**src/include/log_read_pkg.sv**
```systemverilog
// Package with the shared constants of the extended log read command path.
package log_read_pkg;
    // Command code and task-file fields.
    localparam logic [7:0]  CMD_READ_LOG_EXT   = 8'h2F;
    localparam logic [7:0]  LOG_DIRECTORY      = 8'h00;
    localparam logic [7:0]  LOG_EXT_ERROR      = 8'h03;
    localparam logic [7:0]  LOG_SELFTEST_OLD   = 8'h06;
    localparam logic [7:0]  LOG_EXT_SELFTEST   = 8'h07;
    localparam logic [7:0]  LOG_POWER_COND     = 8'h08;
    localparam logic [7:0]  LOG_QUEUED_ERROR   = 8'h10;
    localparam logic [7:0]  LOG_PHY_EVENTS     = 8'h11;
    localparam logic [7:0]  LOG_QUEUE_MGMT     = 8'h12;
    localparam logic [7:0]  LOG_REBUILD_ASSIST = 8'h15;
    localparam logic [7:0]  LOG_WRITE_STREAM   = 8'h21;
    localparam logic [7:0]  LOG_READ_STREAM    = 8'h22;
    localparam logic [7:0]  LOG_IDENTIFY       = 8'h30;
    localparam logic [7:0]  LOG_VENDOR_FIRST   = 8'h80;
    localparam logic [7:0]  LOG_VENDOR_LAST    = 8'h9F;
    // Sizes of logs in sectors.
    localparam logic [15:0] LOG_VENDOR_SECTORS = 16'h0010;
    localparam logic [15:0] LOG_OTHER_SECTORS  = 16'h0001;
    // Index of the last word in a 512-byte sector on a 16-bit data path.
    localparam logic [7:0]  WORDS_PER_SECTOR   = 8'hFF;
    // Feature set enable bit positions.
    localparam int FS_SMART_ERR = 0;
    localparam int FS_SELFTEST  = 1;
    localparam int FS_POWER     = 2;
    localparam int FS_NCQ       = 3;
    localparam int FS_PHY       = 4;
    localparam int FS_QMGMT     = 5;
    localparam int FS_STREAM    = 6;
    localparam int FS_SMART     = 7;
    localparam int FS_REBUILD   = 8;
    localparam int FS_WIDTH     = 9;
    // Status and error bit positions.
    localparam int ST_ERR = 0;
    localparam int ST_DRQ = 3;
    localparam int ST_RDY = 6;
    localparam int ST_BSY = 7;
    localparam int ER_ABT = 2;
    // Host register map.
    localparam logic [11:0] REG_CTRL   = 12'h000;
    localparam logic [11:0] REG_ADDR   = 12'h004;
    localparam logic [11:0] REG_COUNT  = 12'h008;
    localparam logic [11:0] REG_START  = 12'h00C;
    localparam logic [11:0] REG_STATUS = 12'h010;
    localparam logic [11:0] REG_IRQ_ST = 12'h014;
    localparam logic [11:0] REG_IRQ_MK = 12'h018;
    localparam logic [11:0] REG_DATA   = 12'h01C;
    localparam logic [11:0] REG_WORDS  = 12'h020;
    // Interrupt status bit positions.
    localparam int IRQ_BLOCK = 0;
    localparam int IRQ_DONE  = 1;
    localparam int IRQ_ABORT = 2;
endpackage

```
**src/include/log_link_if.sv**
```systemverilog
// Interface joining the host task-file port with the drive's log command logic.
`timescale 1ns/1ps
interface log_link_if;
    logic        cmd_valid;   // Host issues a command, one-cycle pulse.
    logic [7:0]  cmd_code;    // Command register value.
    logic [15:0] sec_count;   // Previous and current sector count fields.
    logic [7:0]  sec_number;  // Current sector number field.
    logic [15:0] cyl_low;     // Previous and current cylinder low fields.
    logic        data_valid;  // Drive offers a data word.
    logic [15:0] data;        // Data word.
    logic        data_ready;  // Host takes the data word.
    logic        intrq;       // Host interrupt pulse.
    logic [7:0]  status;      // Status register image.
    logic [7:0]  error;       // Error register image.
    modport drive (input cmd_valid, cmd_code, sec_count, sec_number, cyl_low, data_ready,
                   output data_valid, data, intrq, status, error);
    modport host  (output cmd_valid, cmd_code, sec_count, sec_number, cyl_low, data_ready,
                   input data_valid, data, intrq, status, error);
endinterface

```
**src/hdl/log_read_drive.sv**
```systemverilog
// Drive end: decodes the extended log read command and returns log sectors.
//
// Local design decisions: the APB register port and the placing of the registers.
`timescale 1ns/1ps
// Functional notes
// - Code 2Fh requests a log read.
// - Interrupt once per transferred data block.
// - Sector count: low current, high previous.
// - Log address in current sector number.
// - First sector: low current, high previous.
// - Transfer starts at the requested sector.
// - Supported logs including vendor 80h-9Fh.
// - Log address 06h always aborts.
// - Abort on disabled feature or bad fields.
// - Serial-link logs 10h,11h,12h,15h assigned.
// - Extended self-test holds both entry sizes.
module log_read_drive
    import log_read_pkg::*;
(
    // Clock and reset.
    input  wire logic                                   sys_clk_i,
    input  wire logic                                   srst_i,
    // Link to the host.
    log_link_if.drive                                   link,
    // Feature set enables and log storage read port.
    input  wire logic [log_read_pkg::FS_WIDTH-1:0]      feat_en_i,
    output logic      [7:0]                             mem_log_o,
    output logic      [15:0]                            mem_sector_o,
    output logic      [7:0]                             mem_word_o,
    input  wire logic [15:0]                            mem_data_i
);
    // The sequencer waits in idle, streams the
    // accepted sectors, then rests one cycle.
    // One-hot: one flip-flop for each state.
    typedef enum logic [2:0] {
        S_IDLE = 3'b001,
        S_XFER = 3'b010,
        S_DONE = 3'b100
    } drv_state_e;

    // Registers first, then the decode results.
    drv_state_e  state_q;      // Command sequencer state.
    logic [15:0] left_q;       // Sectors still to send.
    logic [7:0]  word_q;       // Word index inside the sector.
    logic [15:0] sector_q;     // Current log sector.
    logic [7:0]  log_q;        // Selected log.
    logic        aborted_q;    // Last command ended aborted.
    logic        irq_q;        // Interrupt pulse register.
    // Combinational judgement of the command fields.
    logic        valid;        // Field check passed.
    logic        fs_ok;        // Owning feature set enabled.
    logic [15:0] log_size;     // Size of selected log in sectors.
    logic        known;        // Address is a supported log.
    logic        take;         // Word handed over this cycle.

    // Map each log address to its feature set and size.
    // Only the sector number field picks the log; any
    // address no branch names, 06h too, is refused.
    always_comb begin
        // Defaults: a known, enabled one-sector log.
        known    = 1'b1;
        fs_ok    = 1'b1;
        log_size = LOG_OTHER_SECTORS;
        case (link.sec_number)
            // Directory and identify data need no feature.
            LOG_DIRECTORY, LOG_IDENTIFY: fs_ok = 1'b1;
            // Other logs follow their feature set enable.
            LOG_EXT_ERROR:      fs_ok = feat_en_i[FS_SMART_ERR];
            // The extended self-test sector carries 48-bit and 28-bit entries alike
            LOG_EXT_SELFTEST:   fs_ok = feat_en_i[FS_SELFTEST];
            LOG_POWER_COND:     fs_ok = feat_en_i[FS_POWER];
            // Serial-link logs; 13h, 14h, 16h, 17h reserved.
            LOG_QUEUED_ERROR:   fs_ok = feat_en_i[FS_NCQ];
            LOG_PHY_EVENTS:     fs_ok = feat_en_i[FS_PHY];
            LOG_QUEUE_MGMT:     fs_ok = feat_en_i[FS_QMGMT];
            LOG_REBUILD_ASSIST: fs_ok = feat_en_i[FS_REBUILD];
            // Both stream error logs share one enable.
            LOG_WRITE_STREAM, LOG_READ_STREAM: fs_ok = feat_en_i[FS_STREAM];
            default: begin
                // Vendor logs: a block of addresses, 16 sectors.
                if (link.sec_number >= LOG_VENDOR_FIRST && link.sec_number <= LOG_VENDOR_LAST) begin
                    fs_ok    = feat_en_i[FS_SMART];
                    log_size = LOG_VENDOR_SECTORS;
                end else begin
                    // Reserved addresses and 06h are not served here.
                    known = 1'b0;
                end
            end
        endcase
    end

    // A request must fit inside the log from its first sector on.
    // One bit wider, so a high start cannot wrap.
    // A zero count is refused: nothing to send.
    // Counts running past the log end are refused.
    assign valid = known && fs_ok && (link.sec_count != 16'h0000)
                   && ({1'b0, link.cyl_low} + {1'b0, link.sec_count} <= {1'b0, log_size});

    // A word leaves while offered and the host has room.
    assign take = (state_q == S_XFER) && link.data_ready;

    // Command sequencer.
    // A command outside idle is ignored, so the
    // host waits one cycle after DRQ falls before the next.
    // Refusal is judged from the fields as they stand.
    always_ff @(posedge sys_clk_i) begin
        if (srst_i) begin
            // Reset abandons any transfer.
            state_q <= S_IDLE;
        end else begin
            case (state_q)
                S_IDLE: begin
                    // Leave only for an accepted command.
                    if (link.cmd_valid && link.cmd_code == CMD_READ_LOG_EXT && valid) begin
                        state_q <= S_XFER;
                    end
                end
                S_XFER: begin
                    // Until the last word of the last sector.
                    if (take && word_q == WORDS_PER_SECTOR && left_q == 16'h0001) begin
                        state_q <= S_DONE;
                    end
                end
                // One cycle with DRQ low; no command taken.
                S_DONE: state_q <= S_IDLE;
                // Stray codes return to idle.
                default: state_q <= S_IDLE;
            endcase
        end
    end

    // Transfer counters; the sector count only bounds the length.
    // Fields latch even for a refused command and
    // then go unused. The address stays stable if
    // the host rewrites its registers mid-transfer.
    // Sectors are counted down to zero.
    always_ff @(posedge sys_clk_i) begin
        if (srst_i) begin
            // Storage address defined out of reset.
            left_q   <= 16'h0000;
            word_q   <= 8'h00;
            sector_q <= 16'h0000;
            log_q    <= 8'h00;
        end else if (state_q == S_IDLE && link.cmd_valid) begin
            // Latch the request as the command is seen.
            left_q   <= link.sec_count;
            sector_q <= link.cyl_low;
            log_q    <= link.sec_number;
            word_q   <= 8'h00;
        end else if (take) begin
            // Word index wraps from 255 to 0 per sector.
            word_q <= word_q + 8'h01;
            if (word_q == WORDS_PER_SECTOR) begin
                // Sector done: count it, move to the next.
                left_q   <= left_q - 16'h0001;
                sector_q <= sector_q + 16'h0001;
            end
        end
    end

    // Abort flag for status; any other command code also aborts.
    // It stands until the next command, so software
    // can read the reason after the interrupt.
    // An accepted command clears it.
    always_ff @(posedge sys_clk_i) begin
        if (srst_i) begin
            aborted_q <= 1'b0;
        end else if (state_q == S_IDLE && link.cmd_valid) begin
            // Wrong code, bad field or disabled log.
            aborted_q <= !(link.cmd_code == CMD_READ_LOG_EXT && valid);
        end
    end

    // One interrupt as each block is offered, and one at an abort.
    // The first comes with the command; each later
    // block is announced as the one before it ends.
    // None follows the last block: DRQ falls instead.
    // Registered, so decode glitches never reach it.
    always_ff @(posedge sys_clk_i) begin
        if (srst_i) begin
            // Nothing pending out of reset.
            irq_q <= 1'b0;
        end else begin
            // Any command seen in idle, or a block end other than the last.
            irq_q <= (state_q == S_IDLE && link.cmd_valid)
                     || (take && word_q == WORDS_PER_SECTOR && left_q != 16'h0001);
        end
    end

    // Data comes combinationally from storage; the host waits on valid.
    // The word always matches the registered address.
    // Limit: storage must answer in one clock period.
    // The storage address is the transfer registers.
    assign link.data_valid = (state_q == S_XFER);
    assign link.data       = mem_data_i;
    assign link.intrq      = irq_q;
    assign mem_log_o       = log_q;
    assign mem_sector_o    = sector_q;
    assign mem_word_o      = word_q;

    // Status and error images.
    // Never busy: a command is judged the cycle
    // it arrives. Ready stays high throughout.
    always_comb begin
        link.status         = 8'h00;
        link.status[ST_BSY] = 1'b0;
        link.status[ST_RDY] = 1'b1;
        link.status[ST_DRQ] = (state_q == S_XFER);
        link.status[ST_ERR] = aborted_q;
        // The abort code stands together with ERR.
        link.error          = 8'h00;
        link.error[ER_ABT]  = aborted_q;
    end
endmodule

```
**src/flat_wrapper.sv**
```systemverilog
// flat-port wrapper written by rule: the top's interface ports become plain ports
module log_read_drive_flat import log_read_pkg::*;
  (sys_clk_i, srst_i, feat_en_i, mem_log_o, mem_sector_o, mem_word_o, mem_data_i, link_cmd_valid, link_cmd_code, link_sec_count, link_sec_number, link_cyl_low, link_data_ready, link_data_valid, link_data, link_intrq, link_status, link_error);
  log_link_if link_i ();
  input  wire logic sys_clk_i;
  input  wire logic srst_i;
  input  wire logic [log_read_pkg::FS_WIDTH-1:0] feat_en_i;
  output logic      [7:0] mem_log_o;
  output logic      [15:0] mem_sector_o;
  output logic      [7:0] mem_word_o;
  input  wire logic [15:0] mem_data_i;
  input wire logic [$bits(link_i.cmd_valid)-1:0] link_cmd_valid;
  input wire logic [$bits(link_i.cmd_code)-1:0] link_cmd_code;
  input wire logic [$bits(link_i.sec_count)-1:0] link_sec_count;
  input wire logic [$bits(link_i.sec_number)-1:0] link_sec_number;
  input wire logic [$bits(link_i.cyl_low)-1:0] link_cyl_low;
  input wire logic [$bits(link_i.data_ready)-1:0] link_data_ready;
  output wire logic [$bits(link_i.data_valid)-1:0] link_data_valid;
  output wire logic [$bits(link_i.data)-1:0] link_data;
  output wire logic [$bits(link_i.intrq)-1:0] link_intrq;
  output wire logic [$bits(link_i.status)-1:0] link_status;
  output wire logic [$bits(link_i.error)-1:0] link_error;
  assign link_i.cmd_valid = link_cmd_valid;
  assign link_i.cmd_code = link_cmd_code;
  assign link_i.sec_count = link_sec_count;
  assign link_i.sec_number = link_sec_number;
  assign link_i.cyl_low = link_cyl_low;
  assign link_i.data_ready = link_data_ready;
  assign link_data_valid = link_i.data_valid;
  assign link_data = link_i.data;
  assign link_intrq = link_i.intrq;
  assign link_status = link_i.status;
  assign link_error = link_i.error;
  log_read_drive u_core (.sys_clk_i(sys_clk_i), .srst_i(srst_i), .link(link_i), .feat_en_i(feat_en_i), .mem_log_o(mem_log_o), .mem_sector_o(mem_sector_o), .mem_word_o(mem_word_o), .mem_data_i(mem_data_i));
endmodule
```
**config.mk**
```make
export PLATFORM = sky130hd
export DESIGN_NAME = log_read_drive_flat
export DESIGN_NICKNAME = d
export VERILOG_FILES = /design/src/include/log_read_pkg.sv /design/src/include/log_link_if.sv /design/src/hdl/log_read_drive.sv /design/src/flat_wrapper.sv
export SDC_FILE = /design/constraint.sdc
export NUM_CORES = 1
export LEC_CHECK = 0
export BUFFER_PORTS_ARGS = -buffer_cell sky130_fd_sc_hd__buf_2
export CAP_MARGIN = 20
export CORE_MARGIN = 8
export CORE_UTILIZATION = 42
export DETAILED_ROUTE_END_ITERATION = 10
export GPL_ROUTABILITY_DRIVEN = 1
export GPL_TIMING_DRIVEN = 0
export PLACE_DENSITY = 0.69
export SETUP_SLACK_MARGIN = 0.1
export SLEW_MARGIN = 30
export SYNTH_ARGS = -nofsm -noshare
export SYNTH_HDL_FRONTEND = slang
export SYNTH_SLANG_ARGS = --single-unit
```
**constraint.sdc**
```tcl
create_clock -name sys_clk_i -period 4.3 [get_ports sys_clk_i]
set_clock_uncertainty 0.05 [all_clocks]
set_input_delay 0.215 -clock sys_clk_i [delete_from_list [all_inputs] [get_ports sys_clk_i]]
set_output_delay 0.215 -clock sys_clk_i [all_outputs]
set_load 0.005 [all_outputs]
```
==> impl_metrics.yaml, run 1 <==
power:
  internal_power_mw: 0.795
  pwr-share-seq_pct: 44.2
  swShare_pct: 34.6
  combPwrFrac_pct: 31.8
  power.switching_mw: 0.420
  p_leak_nw: 2.17
  ir_worst_vdd_v: 0.000120
  total_power_mw: 1.21
  power.density_mw_per_mm2: 241
  p_clk_share_pct: 23.9
global_route:
  track_usage_pct: 19.9
  antenna_found_initial: 0
  grt_pass1_wl_um: 21400
  grt_max_degree: 17
  grt_pass1_vias: 4353
  grt_overflow: 0
yosys:
  synth.distinct_cells: 79
  synth_top_family_by_area: "simple AND/OR/NAND/NOR gates"
  synth.mux.area_fraction_pct: 1.31
  synth_edf_count: 0
  yosys.area_share.xor_xnor_pct: 4.81
  synth-async-reset-ratio_pct: 0
  synth-warning-count: 0
  yosys.area.top_type: "dfxtp_1"
  synthAdderAreaFrac_pct: 7.05
  synth_area_mm2: 0.00419
  synth_compound_area_share_pct: 24.0
  synth-main-ff-cell: "dfxtp_1"
  synth_simple_gate_area_share_pct: 27.0
  synth_cells: 545
  synth.top_cells.by_area: "dfxtp_1 25%, ha_1 6.6%, buf_4 5.9%"
  synth_seq_cells: 53
  avgSynthCellArea_um2: 7.68
  ys_seq_area_share_pct: 25.3
  netlist.area_leader.share_pct: 25.3
cts:
  postCtsSetupBuffers: 0
  cts.repair.resized: 0
  clock_path_buffers: 2
  cts_tree: "yes"
  cts_root_buf: "clkbuf_8"
  cts_hold_buf: 0
  cts_num_sinks: 53
  insertion_delay_ns: 0.32
  clk_pin_slew_ns: 0.10
  htree_levels: 2
  numCtsBuffers: 5
finish:
  synthToLayoutAreaGrowth_pct: 20.1
  nFillCells: 963
  drive_gt1_share_pct: 26.3
  design_area_mm2: 0.00503
  antenna_cells: 0
  fin_nets: 771
sta:
  maxSlewViolCount: 0
  fmax_mhz: 382
  slew_headroom_pct: 52.3
  tightest_slew_ns: 0.710
  rsz0062_at_grt: "no"
  finalSetupTns_ns: 0
  finalHoldViolations: 0
  setup_violations: 0
  period_needed_ns: 2.62
  period_share_pct: 60.9
critical_path:
  r2r_slack_ns: 1.79
  rr_endpoint: "u_core.state_q[0]$_SDFFE_PP1P_"
  critical_path_cell_count: 16
  worstPathRequired_ns: 4.44
  end_kind: "flip-flop"
  reg2reg_depth: 8
  worstPathArrival_ns: 2.76
  max_stage_delay_ns: 0.43
  cp_cell_sequence: "buf_2 > ha_1 > inv_1 > fa_1 > nor2b_4 > o21a_1 > nor2_1 > xnor2_1 > ha_1 > nand2_1 > o21ai_0 > nand3_1 > o22ai_1 > nand3_1 > nor4_4 > a21oi_1"
  worst_setup_path_start_kind: "input port"
  crit_fanout: 3
  crit-reg2reg-launch: "u_core.state_q[2]$_SDFFE_PP0P_"
  critPathTopFamily: "simple AND/OR/NAND/NOR gates"
  crit_start: "link_sec_count[0]"
  crit_end: "u_core.state_q[0]$_SDFFE_PP1P_"
  critical_path_class: "in2reg"
  cp_num_buf_inv: 2
  cpMaxStageDelayCell: "fa_1"
die:
  start_util_pct: 43.0
  core-area_mm2: 0.00973
  num_rows: 36
  die_h_um: 116
  die_area_mm2: 0.0134
  ios: 143
  die_x_um: 116
hold_path:
  hold_path_depth: 3
  min_path_type: "in2reg"
route:
  dr.first_iter.drc_count: 318
  routedWlPerCell_um: 17.0
  drc: 0
  routed_via_density: 5.56
  num_vias: 4475
  ant_nets: 0
  routed_wl_um: 13600
  dr.pass1.iters: 9
outcome:
  status: "completed"
placed_design:
  place_congestion: 0.942
  dpl.hpwl_um: 11200
  placed_cell_area_mm2: 0.00494
  io_buffers: 108
run:
  cap_violations: 0
## worst min path at each step
| stage | start | to |
|---|---|---|
| 4_1_cts | link_sec_number[7] | u_core.mem_log_o[7]$_SDFFE_PP0P_ |
| 5_1_grt | link_sec_number[7] | u_core.mem_log_o[7]$_SDFFE_PP0P_ |
| 2_1_floorplan | link_cyl_low[6] | u_core.mem_sector_o[6]$_SDFFE_PP0P_ |
| 3_3_place_gp | u_core.mem_log_o[4]$_SDFFE_PP0P_ | u_core.mem_log_o[4]$_SDFFE_PP0P_ |
| 6_report | link_sec_number[7] | u_core.mem_log_o[7]$_SDFFE_PP0P_ |
| 3_5_place_dp | u_core.mem_log_o[2]$_SDFFE_PP0P_ | u_core.mem_log_o[2]$_SDFFE_PP0P_ |
## cells by family after synthesis
kind of cell,count (synthesis)
compound gates,153
simple gates,207
other cells,2
mux,5
buf+inv,79
flops,53
fa+ha+maj,23
xor+xnor,23
## state kept, by name, indices dropped and copies added (netlist names)
name,count
u_core.mem_sector_o,16
u_core.link.intrq,1
u_core.aborted_q,1
u_core.mem_log_o,8
u_core.state_q,3
u_core.left_q,16
u_core.mem_word_o,8
## layer usage
metal	part of all wire (%)	routed length (µm)	global-route usage (%)	vias to the layer above
met3	6.8	925	3.28	19
li1	-	-	-	2207
met1	41	5660	23.6	2079
met5	0	0	0	-
met2	50	6760	35.3	170
met4	2.2	298	6.91	0
## worst min-delay path: cells and delay by family
family	cells	cell delay (ns)
AOI/OAI and AO/OA	1	0.05
buffers and inverters	1	0.12
and+or+nand+nor	1	0.05
## cell type report
class	instances	area, µm²	area share [%]
plain buffers	59	358	7.11
clock buffers	6	72.6	1.44
clock inverters	2	15.0	0.299
inverters	20	75.1	1.49
multi-input cells	424	2740	54.5
flip-flops and latches	53	1060	21.1
well taps	133	166	3.31
repair buffers	108	541	10.7
## power by group through the flow
stage                     combinational [mW]  clock [mW]  sequential (mW)
final                                  0.387       0.291            0.537
after global routing                   0.427       0.313            0.541
after CTS                              0.382       0.295            0.537
after detailed placement               0.381           0            0.548
after global placement                 0.372           0            0.547
after floorplan                        0.255           0            0.546
## cell usage after synthesis, types with 5 or more instances
master and number:
nor3_1 12, dfxtp_1 53, inv_1 20, xnor2_1 11, nand2_1 60, o211ai_1 6, nand3_1 17, a31oi_1 5
nor2_1 44, xor2_1 12, o21ai_0 35, clkbuf_1 20, and3_1 8, a211oi_1 16, nor4_1 12, a21oi_1 42
nand4_1 7, buf_4 33, a21o_1 5, ha_1 22
## placed cells by master, fill, tap and decap left out, types with 13 or more instances in the layout
| master | instances |
|---|---|
| ha_1 | 22 |
| clkbuf_1 | 21 |
| buf_4 | 33 |
| nand2_1 | 60 |
| conb_1 | 13 |
| o21ai_0 | 35 |
| buf_2 | 112 |
| a211oi_1 | 16 |
| a21oi_1 | 42 |
| nand3_1 | 17 |
| inv_1 | 20 |
| nor2_1 | 44 |
| dfxtp_1 | 53 |
## metrics by stage
stage                     util, %  cells  setup slack (ns)  hold WS [ns]
final                        51.7    805              1.68         0.113
after global routing         51.7    805              1.53         0.143
after CTS                    51.7    805              1.66         0.102
after detailed placement     50.8    797              1.32         0.399
after global placement       50.7    797              1.38         0.394
after floorplan                 -    556              1.82         0.301
(Power assumes the default switching activity.)
==> inputs of run 2 (changes only) <==
clock period = 2.7 ns   (was 4.3 ns; I/O delays follow)
==> run 2 against run 1 <==
Against the previous run:
- combinational power increased by 59%
- sequential power increased by 59%
- hold slack worse by 0.079 ns
- power grew 59%
- largest cell class unchanged
- final cell count stayed put
- largest power group unchanged
- register-to-register slack got worse by 1.5 ns
- worst setup slack got worse by 1.5 ns
==> impl_metrics.yaml, run 2 (synthesis gave the netlist of run 1 again) <==
outcome:
  status: "completed"
finish:
  synthToLayoutAreaGrowth_pct: 20.3
  nFillCells: 964
  drive_gt1_share_pct: 26.5
  design_area_mm2: 0.00504
  antenna_cells: 0
  final_cell_mix: "112 x buf_2, 60 x nand2_1, 53 x dfxtp_1"
  utilization_pct: 51.8
  final_common_cell: "buf_2"
  fin_nets: 771
die:
  die_x_um: 116
  num_rows: 36
  die_h_um: 116
  core-area_mm2: 0.00973
  ios: 143
  start_util_pct: 43.0
  die_area_mm2: 0.0134
global_route:
  track_usage_pct: 19.9
  use_met2_pct: 35.3
  grt-busiest-layer: "met2"
  grt_pass1_vias: 4353
  grt_max_degree: 17
  grt_pass1_wl_um: 21400
  grtUsageMet1_pct: 23.6
  grtUsageMet3_pct: 3.28
  antenna_found_initial: 0
  grt_overflow: 0
cts:
  numCtsBuffers: 5
  insertion_delay_ns: 0.32
  cts_tree: "yes"
  clk_pin_slew_ns: 0.10
  cts_hold_buf: 0
  cts_num_sinks: 53
  clock_path_buffers: 2
  htree_levels: 2
  cts_root_buf: "clkbuf_8"
route:
  dr.first_iter.drc_count: 301
  drc: 0
  routed_via_density: 5.57
  num_vias: 4482
  routed_wl_um: 13600
  routedWlPerCell_um: 16.9
  dr.pass1.iters: 7
  ant_nets: 0
sta:
  finalHoldViolations: 0
  holdWs_ns: 0.0336
  rsz0062_at_grt: "no"
  setup_violations: 0
  period_needed_ns: 2.49
  tightest_slew_ns: 0.735
  maxSlewViolCount: 0
  period_share_pct: 92.1
  finalSetupTns_ns: 0
  fmax_mhz: 402
  slew_headroom_pct: 50.6
placed_design:
  io_buffers: 108
  place_congestion: 0.942
  dpl.hpwl_um: 11200
  placed_cell_area_mm2: 0.00494
critical_path:
  crit_fanout: 3
  end_kind: "flip-flop"
  crit_start: "link_sec_count[0]"
  critPathTopFamily: "simple AND/OR/NAND/NOR gates"
  r2r_slack_ns: 0.30
  cp_num_buf_inv: 2
  reg2reg_depth: 8
  worstPathRequired_ns: 2.84
  max_stage_delay_ns: 0.50
  cpMaxStageDelayCell: "nor4_1"
  cp_cell_sequence: "buf_2 > ha_1 > inv_1 > fa_1 > nor2b_4 > o21bai_1 > a2111oi_2 > o21ai_1 > and3_1 > nor4_1 > a21oi_1"
  critical_path_class: "in2reg"
  worst_setup_path_start_kind: "input port"
  rr_endpoint: "u_core.state_q[0]$_SDFFE_PP1P_"
  crit-reg2reg-launch: "u_core.state_q[2]$_SDFFE_PP0P_"
  worstPathArrival_ns: 2.62
power:
  ir_worst_vdd_v: 0.000191
  p_leak_nw: 2.17
  total_power_mw: 1.94
  power.density_mw_per_mm2: 384
hold_path:
  hp-start: "link_sec_number[7]"
  whs_endpoint: "u_core.mem_log_o[7]$_SDFFE_PP0P_"
  hold_path_depth: 3
  min_path_type: "in2reg"
run:
  cap_violations: 0
-- run 2: cell counts in the layout (fill, tap and decap cells not counted) --
No cell type changed its count.
-- run 2: timing repair --
action | 4_1_cts | 5_1_grt
hold endpoints to repair | 0 | 0
gates resized for setup | 0 | 1
setup endpoints to repair | 0 | 3
buffers inserted | 0 | 0
-- run 2: tightest hold or removal path: cells and delay by family --
family / cells / cell delay [ns]
AO/OA/AOI/OAI: 1 / 0.05
buffers and inverters: 1 / 0.12
AND/OR/NAND/NOR: 1 / 0.05
-- run 2: area by class of cell --
| class | count | area, µm² | share of cell area [%] |
|---|---|---|---|
| Inverter | 20 | 75.1 | 1.49 |
| Timing Repair Buffer | 108 | 541 | 10.7 |
| Buffer | 59 | 358 | 7.11 |
| Clock inverter | 2 | 15.0 | 0.298 |
| Clock buffer | 6 | 72.6 | 1.44 |
| Multi-Input combinational cell | 424 | 2750 | 54.6 |
| Sequential cell | 53 | 1060 | 21.1 |
| Tap cell | 133 | 166 | 3.30 |
-- run 2: routing by layer --
layer	wire (µm)	share of wire, %
met5	0	0
met4	315	2.3
met3	872	6.4
met2	6750	49
met1	5710	42
-- run 2: power breakdown --
| part | internal [mW] | leakage [nW] | switching [mW] |
|---|---|---|---|
| Sequential | 0.821 | 0.437 | 0.0346 |
| Clock | 0.183 | 0.0374 | 0.280 |
| Combinational | 0.262 | 1.69 | 0.355 |
| Total | 1.27 | 2.17 | 0.669 |
-- run 2: worst max-delay path by stage --
| stage | endpoint | slack [ns] | depth (start not counted) |
|---|---|---|---|
| after global placement | u_core.state_q[0]$_SDFFE_PP1P_ | -0.14 | 16 |
| after global routing | u_core.state_q[0]$_SDFFE_PP1P_ | 0.11 | 16 |
| after floorplan | u_core.state_q[0]$_SDFFE_PP1P_ | 0.30 | 15 |
| final | u_core.state_q[0]$_SDFFE_PP1P_ | 0.21 | 11 |
| after detailed placement | u_core.state_q[0]$_SDFFE_PP1P_ | -0.20 | 16 |
| after CTS | u_core.state_q[0]$_SDFFE_PP1P_ | 0.14 | 16 |
-- run 2: metrics by stage --
stage	instances	setup slack [ns]
after global placement	797	-0.135
final	805	0.214
after global routing	805	0.111
after floorplan	556	0.303
after CTS	805	0.144
after detailed placement	797	-0.202
